--- config.mk ---
export PLATFORM = sky130hd
export DESIGN_NAME = dout_sink8
export DESIGN_NICKNAME = d
export VERILOG_FILES = /design/src/dout_pkg.sv /design/src/dout_sink8.sv /design/src/dout_sync.sv
export SDC_FILE = /design/constraint.sdc
export NUM_CORES = 1
export LEC_CHECK = 0
export BUFFER_PORTS_ARGS = -buffer_cell sky130_fd_sc_hd__clkbuf_2
export CAP_MARGIN = 20
export CORE_UTILIZATION = 49
export CTS_BUF_LIST = sky130_fd_sc_hd__clkbuf_4
export CTS_CLUSTER_DIAMETER = 200
export DETAILED_ROUTE_END_ITERATION = 8
export PLACE_DENSITY = 0.75
export SLEW_MARGIN = 10
export SYNTH_ARGS = -nofsm -noshare
export SYNTH_HDL_FRONTEND = slang
export SYNTH_SLANG_ARGS = --single-unit
export TNS_END_PERCENT = 1
--- constraint.sdc ---
create_clock -name i_clk -period 5.1 [get_ports i_clk]
set_input_delay 0.51 -clock i_clk [delete_from_list [all_inputs] [get_ports i_clk]]
set_output_delay 0.51 -clock i_clk [all_outputs]
set_load 0.1 [all_outputs]
--- src/dout_pkg.sv ---
// Constants, types and helpers for the eight-channel sinking output block.
// Assumes a single 20 MHz clock and an asynchronous active-high reset.
//
// How it works
// - One output byte at offset zero is the commanded state of all eight channels.
// - No input bytes are offered; the input area length reads zero.
// - Each channel sinks its load line to ground while its bit is one.
// - Each channel's green indicator follows that channel's output bit.
// - Red fault lights on overload, short or overheat in any bus state except bus power error, which darkens it.
// - Run and fault show bus ok, bus failed, and bus power error distinctly.
// - Fault indicator flashes while a configuration error is present without a hardware fault or bus power error.
// - CANopen object index 6200h addresses the whole output byte.
// - EtherCAT index 7000h plus slot; subindices 01h..08h map channels 0..7.
`default_nettype none

package dout_pkg;

   // ----------------------------------------------------------------------
   // Sizes and addresses
   // ----------------------------------------------------------------------
   localparam int CHANNELS = 8;
   localparam logic [15:0] OUT_OFFSET = 16'h0000;
   localparam logic [7:0] OUT_RESET = 8'h00;
   localparam logic [7:0] IN_BYTES = 8'h00;
   localparam logic [15:0] CO_INDEX = 16'h6200;
   localparam logic [15:0] EC_INDEX_BASE = 16'h7000;
   localparam logic [7:0] EC_SUB_FIRST = 8'h01;
   localparam logic [7:0] EC_SUB_LAST = 8'h08;
   localparam logic [7:0] SUB_WHOLE = 8'h00;
   // Identification value is arbitrary
   localparam logic [31:0] MODULE_ID = 32'h5A3C_0E81;

   // ----------------------------------------------------------------------
   // Timing
   // ----------------------------------------------------------------------
   localparam int CLK_HZ = 20_000_000;
   localparam int BLINK_HALF_MS = 250;
   localparam int BLINK_HALF_CYC = (CLK_HZ / 1000) * BLINK_HALF_MS;
   localparam logic [31:0] BLINK_CNT_RESET = 32'h0000_0000;

   // ----------------------------------------------------------------------
   // Types
   // ----------------------------------------------------------------------
   typedef enum logic [1:0] {
      WR_IMAGE = 2'b00,
      WR_CANOPEN = 2'b01,
      WR_ETHERCAT = 2'b11
   } wr_mode_t;

   typedef struct packed {
      logic valid;
      wr_mode_t mode;
      logic [15:0] addr;
      logic [7:0] sub;
      logic [7:0] data;
   } wr_req_t;

   typedef struct packed {
      logic ok;
      logic pwr_err;
      logic cfg_err;
   } bus_stat_t;

   typedef struct packed {
      logic run;
      logic fault;
      logic [CHANNELS-1:0] chan;
   } led_t;

   // Subindex to channel number, valid only inside 01h..08h
   function automatic logic [2:0] sub_to_chan(input logic [7:0] sub);
      logic [7:0] d;
      d = sub - EC_SUB_FIRST;
      return d[2:0];
   endfunction : sub_to_chan

   function automatic logic sub_in_range(input logic [7:0] sub);
      return (sub >= EC_SUB_FIRST) && (sub <= EC_SUB_LAST);
   endfunction : sub_in_range

endpackage : dout_pkg

`default_nettype wire

--- src/dout_sink8.sv ---
// Eight-channel sinking output block: process-image write path, object
// addressing, channel drive, channel LEDs and module run/fault indication.
// Assumes the bus master delivers one-cycle write requests on i_clk and
// that fault sense lines from the power stage are asynchronous pins.
// Hardware faults only light the red indicator; the power stage protects itself.
`default_nettype none

module dout_sink8
   import dout_pkg::*;
#(
   parameter int BLINK_HALF = BLINK_HALF_CYC
)
(
   // Clock and reset
   input wire logic i_clk,
   input wire logic i_rst,
   // Bus master writes
   input wire wr_req_t i_wr,
   input wire logic [7:0] i_slot,
   output logic o_wr_ack,
   output logic o_wr_err,
   // Identification
   input wire logic i_id_rd,
   output logic o_id_valid,
   output logic [31:0] o_id_data,
   // Input area
   output logic [7:0] o_in_len,
   // Bus status from the interface logic
   input wire bus_stat_t i_bus,
   // Power stage
   input wire logic [CHANNELS-1:0] i_ovl_pin,
   input wire logic [CHANNELS-1:0] i_short_pin,
   input wire logic [CHANNELS-1:0] i_hot_pin,
   output logic [CHANNELS-1:0] o_sink_on,
   // Indicators
   output led_t o_led
);

   // ----------------------------------------------------------------------
   // State
   // ----------------------------------------------------------------------
   typedef struct packed {
      logic [7:0] out;
      logic seen;
      logic ack;
      logic err;
      logic id_valid;
      logic [31:0] id_data;
      logic [31:0] blink_cnt;
      logic blink;
      led_t led;
   } state_t;

   state_t st_r;
   state_t st_nxt;

   logic [CHANNELS-1:0] ovl_s;
   logic [CHANNELS-1:0] short_s;
   logic [CHANNELS-1:0] hot_s;
   logic [15:0] ec_index;
   logic hw_fault;

   // ----------------------------------------------------------------------
   // Helpers
   // ----------------------------------------------------------------------
   // Drive and channel indicators stay dark until the first accepted write
   function automatic logic [CHANNELS-1:0] gate_out(input logic [7:0] img, input logic seen);
      return img & {CHANNELS{seen}};
   endfunction : gate_out

   // Bookkeeping shared by every accepted write
   function automatic state_t mark_taken(input state_t s);
      state_t t;
      t = s;
      t.seen = 1'b1;
      t.ack = 1'b1;
      return t;
   endfunction : mark_taken

   // ----------------------------------------------------------------------
   // Pin synchronisers
   // ----------------------------------------------------------------------
   dout_sync u_sync_ovl (
      .i_clk(i_clk),
      .i_rst(i_rst),
      .i_async(i_ovl_pin),
      .o_sync(ovl_s)
   );

   dout_sync u_sync_short (
      .i_clk(i_clk),
      .i_rst(i_rst),
      .i_async(i_short_pin),
      .o_sync(short_s)
   );

   dout_sync u_sync_hot (
      .i_clk(i_clk),
      .i_rst(i_rst),
      .i_async(i_hot_pin),
      .o_sync(hot_s)
   );

   // ----------------------------------------------------------------------
   // Derived signals
   // ----------------------------------------------------------------------
   assign ec_index = EC_INDEX_BASE + {8'h00, i_slot};
   // Any synchronised fault line of any channel
   assign hw_fault = |{ovl_s, short_s, hot_s};

   // ----------------------------------------------------------------------
   // Next state
   // ----------------------------------------------------------------------
   always_comb begin
      st_nxt = st_r;
      st_nxt.ack = 1'b0;
      st_nxt.err = 1'b0;
      st_nxt.id_valid = 1'b0;

      // ----------------------------------------------------------------------
      // Write decode
      // ----------------------------------------------------------------------
      if (i_wr.valid) begin
         case (i_wr.mode)
            WR_IMAGE: begin
               if (i_wr.addr == OUT_OFFSET) begin
                  st_nxt.out = i_wr.data;
                  st_nxt = mark_taken(st_nxt);
               end else begin
                  st_nxt.err = 1'b1;
               end
            end
            WR_CANOPEN: begin
               if (i_wr.addr == CO_INDEX && i_wr.sub == SUB_WHOLE) begin
                  st_nxt.out = i_wr.data;
                  st_nxt = mark_taken(st_nxt);
               end else begin
                  st_nxt.err = 1'b1;
               end
            end
            WR_ETHERCAT: begin
               // Single-bit object per channel, value in data bit 0
               if (i_wr.addr == ec_index && sub_in_range(i_wr.sub)) begin
                  st_nxt.out[sub_to_chan(i_wr.sub)] = i_wr.data[0];
                  st_nxt = mark_taken(st_nxt);
               end else begin
                  st_nxt.err = 1'b1;
               end
            end
            default: begin
               st_nxt.err = 1'b1;
            end
         endcase
      end

      // ----------------------------------------------------------------------
      // Identification read, answered one cycle later
      // ----------------------------------------------------------------------
      if (i_id_rd) begin
         st_nxt.id_valid = 1'b1;
         st_nxt.id_data = MODULE_ID;
      end

      // ----------------------------------------------------------------------
      // Blink timebase shared by config error and bus failure
      // ----------------------------------------------------------------------
      if (st_r.blink_cnt >= 32'(BLINK_HALF - 1)) begin
         st_nxt.blink_cnt = BLINK_CNT_RESET;
         st_nxt.blink = ~st_r.blink;
      end else begin
         st_nxt.blink_cnt = st_r.blink_cnt + 32'h0000_0001;
      end

      // ----------------------------------------------------------------------
      // Channel indicators track the driven bit
      // ----------------------------------------------------------------------
      st_nxt.led.chan = gate_out(st_nxt.out, st_nxt.seen);

      // ----------------------------------------------------------------------
      // Module indicators; bus power error darkens both
      // ----------------------------------------------------------------------
      if (i_bus.pwr_err) begin
         st_nxt.led.run = 1'b0;
         st_nxt.led.fault = 1'b0;
      end else begin
         st_nxt.led.run = i_bus.ok ? 1'b1 : st_r.blink;
         if (hw_fault) begin
            st_nxt.led.fault = 1'b1;
         end else if (i_bus.cfg_err) begin
            st_nxt.led.fault = st_r.blink;
         end else begin
            st_nxt.led.fault = 1'b0;
         end
      end
   end

   // ----------------------------------------------------------------------
   // Registers
   // ----------------------------------------------------------------------
   always_ff @(posedge i_clk or posedge i_rst) begin
      if (i_rst) begin
         st_r <= '0;
         st_r.out <= OUT_RESET;
         st_r.blink_cnt <= BLINK_CNT_RESET;
      end else begin
         st_r <= st_nxt;
      end
   end

   // ----------------------------------------------------------------------
   // Outputs
   // ----------------------------------------------------------------------
   // Drive stays off until the first accepted write
   assign o_sink_on = gate_out(st_r.out, st_r.seen);
   assign o_led = st_r.led;
   assign o_wr_ack = st_r.ack;
   assign o_wr_err = st_r.err;
   assign o_id_valid = st_r.id_valid;
   assign o_id_data = st_r.id_data;
   assign o_in_len = IN_BYTES;

endmodule : dout_sink8

`default_nettype wire

--- src/dout_sync.sv ---
// Three-stage input synchroniser with agreement filter for pin inputs.
// Assumes asynchronous inputs and the block clock domain on i_clk.
`default_nettype none

module dout_sync
   import dout_pkg::*;
(
   // Clock and reset
   input wire logic i_clk,
   input wire logic i_rst,
   // Pin side
   input wire logic [CHANNELS-1:0] i_async,
   // Synchronised side
   output logic [CHANNELS-1:0] o_sync
);

   typedef struct packed {
      logic [CHANNELS-1:0] s1;
      logic [CHANNELS-1:0] s2;
      logic [CHANNELS-1:0] s3;
      logic [CHANNELS-1:0] q;
   } sync_state_t;

   sync_state_t st_r;
   sync_state_t st_nxt;

   // ----------------------------------------------------------------------
   // Next state
   // ----------------------------------------------------------------------
   always_comb begin
      st_nxt = st_r;
      st_nxt.s1 = i_async;
      st_nxt.s2 = st_r.s1;
      st_nxt.s3 = st_r.s2;
      // Only take a bit once stages two and three agree
      for (int i = 0; i < CHANNELS; i++) begin
         if (st_r.s2[i] == st_r.s3[i]) begin
            st_nxt.q[i] = st_r.s3[i];
         end
      end
   end

   always_ff @(posedge i_clk or posedge i_rst) begin
      if (i_rst) begin
         st_r <= '0;
      end else begin
         st_r <= st_nxt;
      end
   end

   assign o_sync = st_r.q;

endmodule : dout_sync

`default_nettype wire

==> results.toml, run 1 <==
[cts]
root_buffer = "clkbuf_4"
cts_buffers = 17
clk-insertion-delay-late_ns = 0.54
cts.sinks = 152
h-tree-depth = 4
post_cts_buffers = 0
path_clk_slew_ns = 0.12
cts_buffer_depth = 2
cts_tree = "built"

[floorplanning]
dieArea_um2 = 12800
placementRows = 40
ioPinCount = 134
die_w_um = 113
coreArea_um2 = 12000
die_y_um = 113
start_util_pct = 50.3

[final_layout]
layout_commonest_cell = "dfrtp_1"
fin_nets = 649
syn_to_final_growth_pct = 13.1
final_cell_mix = "dfrtp_1, clkbuf_2, nor2_1"
fin_cells = 732
antenna_cells = 0
drive_gt1_share_pct = 26.8

[logic_synthesis]
async_reset_ff_share_pct = 100
syn_avg_cell_area_um2 = 13.0
synth-seq-cells = 152
synth_fa_ha_area_share_pct = 4.80
synth_cell_types = 50
synth_ff_type = "dfrtp_1"
ys_seq_area_share_pct = 63.0
yosys.area.top_type_share_pct = 63.0
ys_warn_count = 0
yosys.area_share.simple_pct = 13.6
synth_xor_area_share_pct = 4.64
yosys.area.top_type = "dfrtp_1"
synth_area_leaders = "dfrtp_1, buf_4, maj3_1, xnor2_1, nor2_1"
synth.cell_area_um2 = 6040
synth_edf_count = 0
syn_inst = 465
synth_compound_area_share_pct = 6.15
synth_top_family_by_area = "simple AND/OR/NAND/NOR gates"
muxShareOfSynthArea_pct = 0

[sta]
slew_viol_final = 0
finalClockSkew_ns = 0.0116
setup_tns_ns = 0
fmax_mhz = 460
fin_crit_sh_pct = 42.7
hold_viol = 0
maxSlewHeadroom_pct = 48.2
rsz0062_at_grt = "false"
tightest_slew_ns = 0.776
period_needed_ns = 2.18
setup_viol = 0

[placement]
hpwl_um = 7230
gp_congestion = 0.872
placedCellCount = 698
io_buffers = 106

[global_routing]
antenna_found_initial = 0
grt_pass1_vias = 3643
grt_max_degree = 95
grt_pass1_wl_um = 16700
grtUsageTotal_pct = 16.9
gr-total-overflow = 0

[drt]
ant_nets = 0
via_per_inst = 5.07
wire_per_inst_um = 13.6
drtIter0Drc = 128
drc = 0
drtPass1Iterations = 5
vias = 3713
wl_um = 9960

[power_and_ir_drop]
p_leak_uw = 0.00319
p_per_area_nw_per_um2 = 337
ir_drop_mv = 0.126
power.total_uw = 2300

[hold_path]
hp-class = "input port to flip-flop"

[worst_setup_path]
start_kind = "flip-flop"
endpoint_kind = "flip-flop"
cp.required_ns = 5.56
slowest_stage = "dfrtp_1"
path_cells = "ha_1 -> nand4_2 -> o211ai_1 -> a31oi_1 -> o41ai_4 -> buf_4 -> xor2_1"
crit_arrival_ns = 2.63
cp_max_fo = 19
path_class = "flip-flop to flip-flop"
max_stage_delay_ns = 0.42

[status]
status = "finished, final reports clean"

[run]
maxCapViolations = 0
-- Yosys cell counts, types with 2 or more instances --
| cell type | number |
|---|---|
| a211o_1 | 2 |
| a21oi_1 | 3 |
| a22oi_1 | 8 |
| and2_1 | 10 |
| and4_1 | 7 |
| and4b_1 | 3 |
| buf_4 | 52 |
| buf_6 | 2 |
| clkbuf_1 | 3 |
| dfrtp_1 | 152 |
| ha_1 | 4 |
| inv_1 | 11 |
| maj3_1 | 24 |
| nand2_1 | 26 |
| nand2b_1 | 3 |
| nand3_1 | 15 |
| nand4_1 | 5 |
| nand4_2 | 2 |
| nor2_1 | 37 |
| nor3_1 | 8 |
| nor4_1 | 14 |
| nor4_2 | 3 |
| o211ai_1 | 8 |
| o2bb2a_1 | 3 |
| o2bb2a_4 | 3 |
| o32a_1 | 2 |
| or3_1 | 2 |
| xnor2_1 | 17 |
| xor2_1 | 15 |
-- repair_timing --
item                                    4_1_cts  5_1_grt
endpoints found under the setup margin        0        0
endpoints found under the hold margin         0        2
gates resized for setup                       0        0
hold buffers                                  0        2
-- registers in the layout, summed over array words and instances (netlist names) --
register and count:
u_sync_short.st_r 8, o_wr_ack 1, u_sync_short.o_sync 8, o_id_valid 1, u_sync_hot.st_nxt 16, st_r 42
o_wr_err 1, u_sync_ovl.st_nxt 16, o_led 10, u_sync_hot.o_sync 8, u_sync_short.st_nxt 16, o_id_data 1
u_sync_ovl.st_r 8, u_sync_ovl.o_sync 8, u_sync_hot.st_r 8
-- path summary, 6_finish.rpt --
kind,start,endpoint,slack [ns],cells after the start
max reg2reg,st_r[11]$_DFF_PP0_,st_r[10]$_DFFE_PP0N_,2.92,7
max in group asynchronous,i_rst,st_r[16]$_DFF_PP0_,3.80,3
min reg2reg,u_sync_ovl.st_nxt[20]$_DFF_PP0_,u_sync_ovl.st_nxt[12]$_DFF_PP0_,0.35,0
min,i_hot_pin[7],u_sync_hot.st_nxt[23]$_DFF_PP0_,0.07,1
max,st_r[11]$_DFF_PP0_,st_r[10]$_DFFE_PP0N_,2.92,7
min in group asynchronous,i_rst,u_sync_ovl.st_nxt[11]$_DFF_PP0_,0.10,2
-- area by class of cell --
type / instances / area [um^2]
well taps: 147 / 184
multi-input cells: 279 / 1900
fillers: 981 / 5180
clock buffers: 18 / 135
repair buffers: 110 / 566
inverters: 12 / 50.0
clock inverters: 14 / 196
flip-flops and latches: 152 / 3800
-- worst max-delay path: cells and delay by family (launching register included) --
family                     cells  cell delay [ns]
AOI/OAI and AO/OA              3             0.72
xor gates and xnor gates       1             0.19
adders and majority gates      1             0.26
buffers and inverters          1             0.31
DFF                            1             0.42
and+or+nand+nor                1             0.19
-- metrics by stage --
stage / hold WS (ns) / util (%) / instance area, um^2 / worst slack [ns]
floorplan: 0.331 / - / 6170 / 0.497
global placement: 0.333 / 54.0 / 6480 / 2.76
detailed placement: 0.336 / 54.0 / 6480 / 2.63
CTS: 0.00874 / 56.7 / 6820 / 2.86
global route: 0.000250 / 56.9 / 6840 / 2.66
finish: 0.0701 / 56.9 / 6840 / 2.92
-- report_power, final --
part           total (uW)  internal, uW  switching (uW)
combinational         212          48.0             164
clock                 805           399             406
sequential           1280          1260            25.8
total                2300          1710             596
-- kinds of logic after synthesis --
group,count (synthesis)
DFF,152
and+or+nand+nor,144
buffers and inverters,69
AOI/OAI and AO/OA,39
xor gates and xnor gates,32
adders and majority gates,28
other,1
-- metal layers --
metal / wire length [um] / global-route usage (%) / vias up
met5: 0 / 0 / -
met2: 4930 / 27.4 / 136
li1: - / - / 1751
met3: 607 / 6.16 / 23
met4: 215 / 7.46 / 0
met1: 4200 / 20.3 / 1803
(Power assumes the default switching activity.)
==> inputs of run 2 (changes only) <==
Settings changed: ABC_AREA set to 1, PLACE_DENSITY 0.75 to 0.78.
Clock period 5.1 ns to 1.81 ns, I/O delays scaled along.
==> run 2 against run 1 <==
Compared with the run above: synthesized cell count rose by 27%; critical path type is now input port to flip-flop; design area rose by 11%; die area rose by 2.8%; clock skew rose by 0.0089 ns; cell count rose by 27%; critical endpoint is now o_led[2]$_DFF_PP0_; sequential share of layout area fell by 5.3 points; register-to-register slack got worse by 2.8 ns; sequential cell count did not move.
==> results.toml, run 2 <==
[logic_synthesis]
synth_cell_types = 34
ys_warn_count = 0
async_reset_ff_share_pct = 100
yosys.area.top_type = "dfrtp_1"
yosys.area.top_type_share_pct = 61.2
yosys-top-cells-count = "dfrtp_1, nand2_1, nor2_1, buf_4, inv_1"
syn_avg_cell_area_um2 = 10.5
syn_inst = 590
synth.most_common_cell = "dfrtp_1"
synth-seq-cells = 152
synth.cell_area_um2 = 6220
ys_seq_area_share_pct = 61.2
synth_edf_count = 0
synth_area_leaders = "dfrtp_1, nand2_1, buf_4, maj3_1, nor2_1"
synth_ff_type = "dfrtp_1"

[cts]
cts.sinks = 152
root_buffer = "clkbuf_4"
cts_buffer_depth = 2
clk-insertion-delay-late_ns = 0.54
path_clk_slew_ns = 0.11
h-tree-depth = 4
cts_buffers = 17
cts_tree = "built"

[worst_setup_path]
slowest_stage = "dlygate4sd3_1"
crit_arrival_ns = 2.16
endpoint_kind = "flip-flop"
r2r_slack_ns = 0.09
cp_max_fo = 8
max_stage_delay_ns = 0.57
r2r_start = "st_r[12]$_DFF_PP0_"
cp.required_ns = 2.24
rr_worst_depth = 9
path_class = "input port to flip-flop"
r2r_end = "st_r[29]$_DFF_PP0_"
path_cells = "dlygate4sd3_1 -> clkbuf_2 -> a21oi_2 -> dlygate4sd3_1 -> inv_2 -> nor2_2 -> nand2_1 -> nand2_1 -> a21oi_1"
start_kind = "input port"

[floorplanning]
ioPinCount = 134
coreArea_um2 = 12200
dieArea_um2 = 13100
start_util_pct = 50.9
die_w_um = 115
die_y_um = 115
placementRows = 40

[final_layout]
final_cell_mix = "dfrtp_1, nand2_1, clkbuf_2"
stdcell_area_um2 = 7560
syn_to_final_growth_pct = 21.6
layout_commonest_cell = "dfrtp_1"
largest-register = "st_r"
drive_gt1_share_pct = 24.2
fin_nets = 827
largest_register_ffs = 42
nFillCells = 972

[sta]
fmax_mhz = 576
slew_viol_final = 0
finalClockSkew_ns = 0.0205
setup_tns_ns = 0
fin_crit_sh_pct = 95.9
rsz0062_at_grt = "true"
hold_viol = 0
tightest_slew_ns = 0.617
period_needed_ns = 1.74
maxSlewHeadroom_pct = 58.8
setup_viol = 0

[placement]
place_area_um2 = 6840
gp_congestion = 0.873
hpwl_um = 7900
io_buffers = 106

[global_routing]
gr-total-overflow = 0
grt_pass1_vias = 4241
grt_pass1_wl_um = 18800
antenna_found_initial = 0
grtUsageTotal_pct = 18.7
grt_max_degree = 44

[status]
status = "finished, final reports clean"

[run]
maxCapViolations = 0

[drt]
vias = 4258
wl_met2_um = 5510
drtIter0Drc = 162
wl_um = 11000
ant_nets = 0
wl_met1_um = 4800
drc = 0
dr_wl_met3_um = 571
drtPass1Iterations = 4
wire_per_inst_um = 11.9
topRoutingLayerUsed = "met4"
via_per_inst = 4.57

[power_and_ir_drop]
p_per_area_nw_per_um2 = 799
p_leak_uw = 0.00371
ir_drop_mv = 0.355

[hold_path]
hp-start = "i_wr[11]"
holdPathEnd = "o_wr_ack$_DFF_PP0_"
hp-class = "input port to flip-flop"
whs_path_depth = 6
-- run 2: cell types whose count changed in the layout (fill, tap and decap cells not counted), sizes merged, moves of 9 or more --
cell / previous run / this run
xnor2: 17 / 8
nor4: 18 / 7
and2: 10 / 0
dlygate4sd3: 2 / 40
inv: 14 / 53
nand2: 26 / 129
nand3: 15 / 25
nor2: 37 / 76
buf: 2 / 20
a21oi: 3 / 14
-- run 2: report_power, final --
part	switching [uW]	total [uW]	internal (uW)	leakage, uW
Clock	1180	1720	540	0.000125
Combinational	492	704	212	0.00172
Sequential	73.0	3620	3550	0.00186
Total	1740	6040	4300	0.00371
-- run 2: worst max-delay path by stage --
stage | from | end | slack [ns]
2_1_floorplan | i_rst | o_id_data[30]$_DFFE_PP0P_ | -0.29
3_3_place_gp | i_wr[8] | o_led[5]$_DFF_PP0_ | 0.14
3_5_place_dp | i_wr[8] | o_led[5]$_DFF_PP0_ | 0.09
4_1_cts | st_r[78]$_DFF_PP0_ | o_sink_on[6] | 0.05
5_1_grt | st_r[12]$_DFF_PP0_ | st_r[29]$_DFF_PP0_ | -0.04
6_report | i_wr[33] | o_led[2]$_DFF_PP0_ | 0.07
-- run 2: per-layer routing --
| layer | track usage, % | vias to the layer above |
|---|---|---|
| li1 | - | 2113 |
| met4 | 7.53 | 0 |
| met3 | 5.77 | 16 |
| met2 | 31.7 | 131 |
| met5 | 0 | - |
| met1 | 22.3 | 1998 |
-- run 2: critical path: cells and delay by family --
kind            cells  cell delay, ns
buf+inv             4            1.30
compound gates      2            0.21
simple gates        3            0.46
-- run 2: layout make-up --
type	instances	area (um^2)	share of cell area (%)
multi-input cells	366	1940	25.7
flip-flops and latches	152	3800	50.3
diodes	1	2.50	0.0331
inverters	52	199	2.63
well taps	168	210	2.78
clock inverters	15	103	1.36
repair buffers	161	1170	15.5
clock buffers	17	128	1.69
-- run 2: kinds of logic after synthesis --
kind of cell | count (synthesis) | share of synthesized area, %
adder cells (fa/ha/maj) | 28 | 4.67
XOR/XNOR | 21 | 2.96
buffers and inverters | 107 | 9.96
AND/OR/NAND/NOR | 265 | 19.7
AO/OA/AOI/OAI | 16 | 1.49
other | 1 | 0.0603
flip-flops | 152 | 61.2
-- run 2: timing repair --
action                                 in CTS  in global routing
setup buffers                               0                  2
setup endpoints to repair                  21                 41
hold buffers                               40                  0
pin swaps                                   0                  1
endpoints found under the hold margin      67                  0
resized for setup                          22                  8
-- run 2: stage by stage --
stage                     instances  hold slack (ns)  utilization, %  power, uW  worst slack, ns
after floorplan                 625            0.212               -       4190           -0.288
after global placement          857            0.280            56.0       4300            0.143
after detailed placement        857            0.284            56.0       4320           0.0875
after CTS                       929           0.0700            61.6       6120           0.0496
after global routing            931           0.0886            61.9       6370          -0.0374
final                           932            0.129            61.9       6040           0.0741
